===== config.mk =====
export PLATFORM = sky130hd
export DESIGN_NAME = ctg_clamp_timing_generator
export DESIGN_NICKNAME = d
export VERILOG_FILES = /design/src/pkg/ctg_pkg.sv /design/src/design/ctg_clamp_timing_generator.sv /design/src/design/ctg_offset_servo.sv
export SDC_FILE = /design/constraint.sdc
export NUM_CORES = 1
export LEC_CHECK = 0
export ABC_AREA = 1
export BUFFER_PORTS_ARGS = -buffer_cell sky130_fd_sc_hd__clkbuf_2
export CAP_MARGIN = 15
export CORE_MARGIN = 5
export CORE_UTILIZATION = 55
export DETAILED_ROUTE_END_ITERATION = 6
export HOLD_SLACK_MARGIN = 0.08
export PLACE_DENSITY = 0.74
export SYNTH_ARGS = -nofsm -noshare
export SYNTH_HDL_FRONTEND = slang
export SYNTH_SLANG_ARGS = --single-unit

===== constraint.sdc =====
create_clock -name i_clk -period 4.8 [get_ports i_clk]
set_clock_uncertainty 0.2 [all_clocks]
set_input_delay 0.96 -clock i_clk [delete_from_list [all_inputs] [get_ports i_clk]]
set_output_delay 0.96 -clock i_clk [all_outputs]
set_load 0.005 [all_outputs]

===== src/pkg/ctg_pkg.sv =====
package ctg_pkg;

   ////////////////////////////////////////////////////////////////////////
   // Register map, serial subaddresses
   localparam logic [7:0] CTG_REG_CLAMP_DELAY  = 8'h19;
   localparam logic [7:0] CTG_REG_CLAMP_LENGTH = 8'h1a;
   localparam logic [7:0] CTG_REG_CLAMP_SELECT = 8'h1b;

   // Field layout of the clamp level select register
   localparam int         CTG_SEL_LSB          = 5;
   localparam int         CTG_SEL_MSB          = 7;
   localparam int         CTG_STAT_BIT         = 0;

   // Values after reset
   localparam logic [7:0] CTG_DELAY_RST        = 8'h08;
   localparam logic [7:0] CTG_LENGTH_RST       = 8'h14;
   localparam logic [2:0] CTG_SEL_RST          = 3'h0;
   localparam logic [7:0] CTG_OFS_RST          = 8'h80;

   // Clamp targets
   localparam logic [7:0] CTG_GROUND_CODE      = 8'h00;
   localparam logic [7:0] CTG_MID_CODE         = 8'h80;

   // Serial port counts
   localparam logic [3:0] CTG_BITS_BYTE        = 4'h8;
   localparam logic [3:0] CTG_BIT_LAST         = 4'h7;
   localparam logic [7:0] CTG_ONE8             = 8'h01;

   ////////////////////////////////////////////////////////////////////////
   typedef enum logic [1:0] {
      CTG_T_IDLE  = 2'b00,
      CTG_T_DELAY = 2'b01,
      CTG_T_CLAMP = 2'b10
   } ctg_tstate_type;

   typedef enum logic [3:0] {
      CTG_S_IDLE     = 4'b0000,
      CTG_S_ADDR     = 4'b0001,
      CTG_S_ADDR_ACK = 4'b0010,
      CTG_S_SUB      = 4'b0011,
      CTG_S_SUB_ACK  = 4'b0100,
      CTG_S_WDATA    = 4'b0101,
      CTG_S_WACK     = 4'b0110,
      CTG_S_RDATA    = 4'b0111,
      CTG_S_RACK     = 4'b1000
   } ctg_sstate_type;

   typedef struct packed {
      logic       en;
      logic [7:0] addr;
      logic [7:0] data;
   } ctg_wr_type;

   typedef struct packed {
      logic [7:0] delay;
      logic [7:0] length;
      logic [2:0] midscale;
   } ctg_cfg_type;

endpackage : ctg_pkg


===== src/design/ctg_clamp_timing_generator.sv =====
`timescale 1ns/10ps
module ctg_clamp_timing_generator
   import ctg_pkg::*;
#(
   parameter int         CODE_W     = 8,
   parameter logic [6:0] SLAVE_ADDR = 7'h4c  // Arbitrary value
) (
   input  wire logic                   i_clk,
   input  wire logic                   i_reset,
   input  wire logic                   i_hsync,
   input  wire logic [2:0][CODE_W-1:0] i_code,
   input  wire logic                   i_scl,
   input  wire logic                   i_sda,
   output logic                        o_sda_out,
   output logic                        o_sda_oe,
   output logic                        o_clamp,
   output logic      [2:0][CODE_W-1:0] o_offset
);

   ctg_cfg_type    cfg_r;
   ctg_wr_type     wr;
   ctg_tstate_type tstate_r;
   ctg_sstate_type sstate_r;
   logic [7:0]     cnt_r;
   logic           hsync_prev_r;
   logic           hs_trail;
   logic           scl_prev_r;
   logic           sda_prev_r;
   logic           scl_rise;
   logic           scl_fall;
   logic           bus_start;
   logic           bus_stop;
   logic [3:0]     bitcnt_r;
   logic [7:0]     shift_r;
   logic [7:0]     tx_r;
   logic [7:0]     sub_r;
   logic           rw_r;
   logic           nack_r;
   logic           oe_r;
   logic           wr_en_r;
   logic [7:0]     wr_addr_r;
   logic [7:0]     wr_data_r;
   logic [7:0]     rd_data;

   ////////////////////////////////////////////////////////////////////////
   // Clamp timing
   always_ff @(posedge i_clk) begin
      if (i_reset) begin
         hsync_prev_r <= 1'b0;
      end else begin
         hsync_prev_r <= i_hsync;
      end
   end

   assign hs_trail = hsync_prev_r & ~i_hsync;

   always_ff @(posedge i_clk) begin
      if (i_reset) begin
         tstate_r <= CTG_T_IDLE;
         cnt_r    <= 8'h00;
      end else if (hs_trail) begin
         cnt_r <= 8'h00;
         if (cfg_r.delay != 8'h00) begin
            tstate_r <= CTG_T_DELAY;
         end else if (cfg_r.length != 8'h00) begin
            tstate_r <= CTG_T_CLAMP;
         end else begin
            tstate_r <= CTG_T_IDLE;
         end
      end else begin
         unique case (tstate_r)
            CTG_T_IDLE: begin
               cnt_r <= 8'h00;
            end
            CTG_T_DELAY: begin
               if (cnt_r == cfg_r.delay - CTG_ONE8) begin
                  cnt_r    <= 8'h00;
                  tstate_r <= (cfg_r.length != 8'h00) ? CTG_T_CLAMP
                                                       : CTG_T_IDLE;
               end else begin
                  cnt_r <= cnt_r + CTG_ONE8;
               end
            end
            CTG_T_CLAMP: begin
               if (cnt_r == cfg_r.length - CTG_ONE8) begin
                  cnt_r    <= 8'h00;
                  tstate_r <= CTG_T_IDLE;
               end else begin
                  cnt_r <= cnt_r + CTG_ONE8;
               end
            end
            default: begin
               cnt_r    <= 8'h00;
               tstate_r <= CTG_T_IDLE;
            end
         endcase
      end
   end

   assign o_clamp = (tstate_r == CTG_T_CLAMP);

   ////////////////////////////////////////////////////////////////////////
   // Per-converter offset servos
   // one select bit per converter
   for (genvar ch = 0; ch < 3; ch++) begin : g_servo
      ctg_offset_servo #(
         .CODE_W     (CODE_W)
      ) u_servo (
         .i_clk      (i_clk),
         .i_reset    (i_reset),
         .i_clamp    (o_clamp),
         .i_midscale (cfg_r.midscale[ch]),
         .i_code     (i_code[ch]),
         .o_offset   (o_offset[ch])
      );
   end

   ////////////////////////////////////////////////////////////////////////
   // Registers
   assign wr = '{en: wr_en_r, addr: wr_addr_r, data: wr_data_r};

   always_ff @(posedge i_clk) begin
      if (i_reset) begin
         cfg_r.delay    <= CTG_DELAY_RST;
         cfg_r.length   <= CTG_LENGTH_RST;
         cfg_r.midscale <= CTG_SEL_RST;
      end else if (wr.en) begin
         if (wr.addr == CTG_REG_CLAMP_DELAY) begin
            cfg_r.delay <= wr.data;
         end
         if (wr.addr == CTG_REG_CLAMP_LENGTH) begin
            cfg_r.length <= wr.data;
         end
         if (wr.addr == CTG_REG_CLAMP_SELECT) begin
            cfg_r.midscale <= wr.data[CTG_SEL_MSB:CTG_SEL_LSB];
         end
      end
   end

   // Unmapped subaddresses read zero; bit 0 of select shows clamp active
   always_comb begin
      rd_data = 8'h00;
      if (sub_r == CTG_REG_CLAMP_DELAY) begin
         rd_data = cfg_r.delay;
      end else if (sub_r == CTG_REG_CLAMP_LENGTH) begin
         rd_data = cfg_r.length;
      end else if (sub_r == CTG_REG_CLAMP_SELECT) begin
         rd_data[CTG_SEL_MSB:CTG_SEL_LSB] = cfg_r.midscale;
         rd_data[CTG_STAT_BIT]            = o_clamp;
      end
   end

   ////////////////////////////////////////////////////////////////////////
   // Two-wire serial slave
   always_ff @(posedge i_clk) begin
      if (i_reset) begin
         scl_prev_r <= 1'b1;
         sda_prev_r <= 1'b1;
      end else begin
         scl_prev_r <= i_scl;
         sda_prev_r <= i_sda;
      end
   end

   assign scl_rise  = i_scl & ~scl_prev_r;
   assign scl_fall  = ~i_scl & scl_prev_r;
   assign bus_start = i_scl & scl_prev_r & sda_prev_r & ~i_sda;
   assign bus_stop  = i_scl & scl_prev_r & ~sda_prev_r & i_sda;

   always_ff @(posedge i_clk) begin
      if (i_reset) begin
         sstate_r  <= CTG_S_IDLE;
         bitcnt_r  <= 4'h0;
         shift_r   <= 8'h00;
         tx_r      <= 8'h00;
         sub_r     <= 8'h00;
         rw_r      <= 1'b0;
         nack_r    <= 1'b0;
         oe_r      <= 1'b0;
         wr_en_r   <= 1'b0;
         wr_addr_r <= 8'h00;
         wr_data_r <= 8'h00;
      end else begin
         wr_en_r <= 1'b0;
         if (bus_start) begin
            sstate_r <= CTG_S_ADDR;
            bitcnt_r <= 4'h0;
            oe_r     <= 1'b0;
         end else if (bus_stop) begin
            sstate_r <= CTG_S_IDLE;
            oe_r     <= 1'b0;
         end else if (scl_rise) begin
            if (sstate_r == CTG_S_ADDR || sstate_r == CTG_S_SUB ||
                sstate_r == CTG_S_WDATA) begin
               shift_r  <= {shift_r[6:0], i_sda};
               bitcnt_r <= bitcnt_r + 4'h1;
            end else if (sstate_r == CTG_S_RACK) begin
               nack_r <= i_sda;
            end
         end else if (scl_fall) begin
            unique case (sstate_r)
               CTG_S_IDLE: begin
                  oe_r <= 1'b0;
               end
               CTG_S_ADDR: begin
                  if (bitcnt_r == CTG_BITS_BYTE) begin
                     if (shift_r[7:1] == SLAVE_ADDR) begin
                        rw_r     <= shift_r[0];
                        oe_r     <= 1'b1;
                        sstate_r <= CTG_S_ADDR_ACK;
                     end else begin
                        sstate_r <= CTG_S_IDLE;
                     end
                  end
               end
               CTG_S_ADDR_ACK: begin
                  bitcnt_r <= 4'h0;
                  if (rw_r) begin
                     tx_r     <= rd_data;
                     oe_r     <= ~rd_data[7];
                     sstate_r <= CTG_S_RDATA;
                  end else begin
                     oe_r     <= 1'b0;
                     sstate_r <= CTG_S_SUB;
                  end
               end
               CTG_S_SUB: begin
                  if (bitcnt_r == CTG_BITS_BYTE) begin
                     sub_r    <= shift_r;
                     oe_r     <= 1'b1;
                     sstate_r <= CTG_S_SUB_ACK;
                  end
               end
               CTG_S_WDATA: begin
                  if (bitcnt_r == CTG_BITS_BYTE) begin
                     wr_en_r   <= 1'b1;
                     wr_addr_r <= sub_r;
                     wr_data_r <= shift_r;
                     oe_r      <= 1'b1;
                     sstate_r  <= CTG_S_WACK;
                  end
               end
               CTG_S_SUB_ACK, CTG_S_WACK: begin
                  if (sstate_r == CTG_S_WACK) begin
                     sub_r <= sub_r + CTG_ONE8;
                  end
                  oe_r     <= 1'b0;
                  bitcnt_r <= 4'h0;
                  sstate_r <= CTG_S_WDATA;
               end
               CTG_S_RDATA: begin
                  if (bitcnt_r == CTG_BIT_LAST) begin
                     oe_r     <= 1'b0;
                     sub_r    <= sub_r + CTG_ONE8;
                     sstate_r <= CTG_S_RACK;
                  end else begin
                     tx_r     <= {tx_r[6:0], 1'b0};
                     oe_r     <= ~tx_r[6];
                     bitcnt_r <= bitcnt_r + 4'h1;
                  end
               end
               CTG_S_RACK: begin
                  bitcnt_r <= 4'h0;
                  if (nack_r) begin
                     oe_r     <= 1'b0;
                     sstate_r <= CTG_S_IDLE;
                  end else begin
                     tx_r     <= rd_data;
                     oe_r     <= ~rd_data[7];
                     sstate_r <= CTG_S_RDATA;
                  end
               end
               default: begin
                  oe_r     <= 1'b0;
                  sstate_r <= CTG_S_IDLE;
               end
            endcase
         end
      end
   end

   assign o_sda_out = 1'b0;
   assign o_sda_oe  = oe_r;

endmodule : ctg_clamp_timing_generator


===== src/design/ctg_offset_servo.sv =====
`timescale 1ns/10ps
module ctg_offset_servo
   import ctg_pkg::*;
#(
   parameter int CODE_W = 8
) (
   input  wire logic              i_clk,
   input  wire logic              i_reset,
   input  wire logic              i_clamp,
   input  wire logic              i_midscale,
   input  wire logic [CODE_W-1:0] i_code,
   output logic      [CODE_W-1:0] o_offset
);

   logic [CODE_W-1:0] offset_r;
   logic [CODE_W-1:0] target;

   assign target = i_midscale ? CODE_W'(CTG_MID_CODE)
                              : CODE_W'(CTG_GROUND_CODE);

   ////////////////////////////////////////////////////////////////////////
   // servo during clamp
   always_ff @(posedge i_clk) begin
      if (i_reset) begin
         offset_r <= CODE_W'(CTG_OFS_RST);
      end else if (i_clamp) begin
         if (i_code > target && offset_r != '0) begin
            offset_r <= offset_r - CODE_W'(1);
         end else if (i_code < target && offset_r != '1) begin
            offset_r <= offset_r + CODE_W'(1);
         end
      end
   end

   assign o_offset = offset_r;

endmodule : ctg_offset_servo


==> run metrics <==
Post-synth ARST share 0%; IO Count 56; Syn. warnings 0; Post-CTS Hold Buffers 0; XOR/XNOR Fraction of Synth Area 4.879%; CP Max Fanout 7; slew at the pin closest to its max-slew limit 885.0 ps; top cell type's share of synthesized area 33.15%; first-pass GRT wire length 25530 µm; Distinct cells, synth 50; CP endpoint kind register; routed length per placed instance 13.43 µm; via-per-instance ratio 5.408; post-synthesis sequential area ratio 33.15%; Via Count 5933; die height 118.4 µm; CTS clk-pin slew, worst paths 70 ps; Final Max Slew Viols 0; drt drc 0; drt pass-1 iters 5; final setup vio count 0; Hold Path Class reg -> reg; most frequent cell after synthesis nand2_1; Worst-Skew Late Latency 360 ps; Die Width 118.4 µm; setup bufs post-CTS 0; CP max stage cell ha_1; largest family of logic cells by synthesized area simple AND/OR/NAND/NOR gates; Cells after Synth 905; EDFF count, synth 0; All-Layer GR Usage 21.49%; final hold vios 0; min cycle time layout 3286 ps; Synth Area in Compound Gates 18.28%; relative slew slack 41.00%; H-Tree Depth 3; RSZ-0062 raised after global routing false; top cells by area in the synthesized netlist dfxtp_1 (33%), nand2_1 (8.3%), ha_1 (7.2%); clock sink count 107; Total Power 2.420 mW; Longest Clk Path Bufs 2; CP bufs+invs 4; Post-Synth Simple-Gate Area 26.80%; Main synth FF type dfxtp_1; FMAX 0.3043 GHz; Core Box Area 11470 µm²; setup TNS 0 ps; #FFs+latches synth 107; wirelength, routed 14730 µm; layout cells sized above 1 13.10%; Final HPWL DP 11090 µm; die area 14020 µm²; CTS tree built; crit-path cells clkbuf_2 -> inv_1 -> ha_1 -> inv_1 -> nor4_1 -> a21oi_1 -> nand2_1 -> inv_1 -> ha_1 -> a21oi_1 -> nand2_1 -> nand2_1 -> nand2_1 -> nand2_1 -> nand2_1 -> a21oi_1 -> o21bai_1 -> nand2_1 -> nand2_1 -> nand3_1; Synth Area in Adders 8.093%; worst ir drop on vdd 0.2803 mV; WS Path Type in -> reg; CTS Buf Count 9; Antenna diodes 0; Commonest cells post-synth nand2_1 (143), inv_1 (111), dfxtp_1 (107); Min Hold Slack 264.1 ps; cell type with the largest total area after synthesis dfxtp_1; Final #Nets 1018; CP delay by family, top simple AND/OR/NAND/NOR gates; synthesis-to-layout area growth 9.681%; Post-Syn Nets 974; mux share of post-synthesis cell area 0%; vias in the first global route 5390; CP required 4830 ps; Avg Inst Size Synth 7.141 µm²; largest net degree at the start of global routing 46; RD Place Congestion 0.9274; Routed Antenna Nets 0; Root Driver clkbuf_16; cell mode on critical path nand2_1; Post-Syn Area 6462 µm²; pwr dens 341.4 nW/µm²; Iteration-0 DRC Markers 394; Worst setup SP type input pin; FP Rows 39; # port buffers 54; slowest stage delay, CP 360 ps; PostCTS Resize Cnt 0; crit path DAT 3310 ps; crit share post-route 68.47%; initial antenna violation count 0; initial core utilization 56.36%; GRT overflow 0; Max Cap Viol 0; status finished, final reports clean; static leakage 3.104 nW
-- worst min-delay path, stage by stage (launching register included) --
cell	delay (ps)
dfxtp_1	300
inv_1	60
a211oi_1	60
-- routing by layer --
| metal | up-vias | GRT usage (%) | wire length, µm |
|---|---|---|---|
| met2 | 122 | 34.60 | 6821 |
| met4 | 0 | 5.457 | 250 |
| met5 | - | 0 | 0 |
| met3 | 17 | 5.349 | 639 |
| li1 | 3125 | - | - |
| met1 | 2669 | 29.03 | 7021 |
-- registers in the layout, indices dropped and copies added, names as in the netlist --
signal,flops
tstate_r,2
g_servo.u_servo.o_offset,24
o_sda_oe,1
rw_r,1
wr_data_r,8
sda_prev_r,1
scl_prev_r,1
cnt_r,8
sub_r,8
shift_r,8
wr_en_r,1
hsync_prev_r,1
nack_r,1
wr_addr_r,8
tx_r,7
cfg_r,19
sstate_r,4
bitcnt_r,4
-- final cells by class --
class / count / area, µm²
Fill cell: 1078 / 4379
Multi-Input combinational cell: 653 / 3755
Sequential cell: 107 / 2142
Inverter: 123 / 464.2
Timing Repair Buffer: 55 / 277.8
Clock buffer: 12 / 236.5
Tap cell: 143 / 178.9
Clock inverter: 4 / 33.78
-- cell usage in the layout (no fill, tap or decap), types with 10 or more instances in the layout --
cell type    n
nor2_1      78
inv_1      111
xnor2_1     15
nor2_2      13
o21ai_0     79
ha_1        37
nor4_1      14
nand2_1    143
nand4_1     13
nor3_1      16
nand3_1     54
xor2_1      21
dfxtp_1    107
inv_2       10
a211oi_1    14
clkbuf_2    54
a21oi_1     88
-- metrics by stage --
stage	setup WS, ps	util (%)	instance area [µm²]	instances
floorplan	1473	-	6462	905
global route	1146	61.81	7088	1097
global placement	1249	59.45	6818	1081
CTS	1519	61.81	7088	1097
finish	1514	61.81	7088	1097
detailed placement	1140	59.45	6818	1081
-- power by group --
part | internal [mW] | switching [mW]
combinational | 0.303 | 0.406
sequential | 0.944 | 0.0752
clock | 0.357 | 0.334
-- kinds of logic after synthesis --
group / count (synthesis)
DFF: 107
xor gates and xnor gates: 36
buffers and inverters: 145
adders and majority gates: 40
and+or+nand+nor: 362
other: 1
AOI/OAI and AO/OA: 214
-- final timing paths --
| check | from | end | slack [ps] | cells past startpoint |
|---|---|---|---|---|
| worst max-delay path | i_code[23] | g_servo[2].u_servo.o_offset[7] | 1510 | 20 |
| worst min-delay path | tx_r[3] | tx_r[3] | 260 | 2 |
| worst max register to register | cfg_r[2] | g_servo[2].u_servo.o_offset[7] | 1890 | 18 |
| worst min register to register | tx_r[3] | tx_r[3] | 260 | 2 |
(Power assumes the default switching activity.)
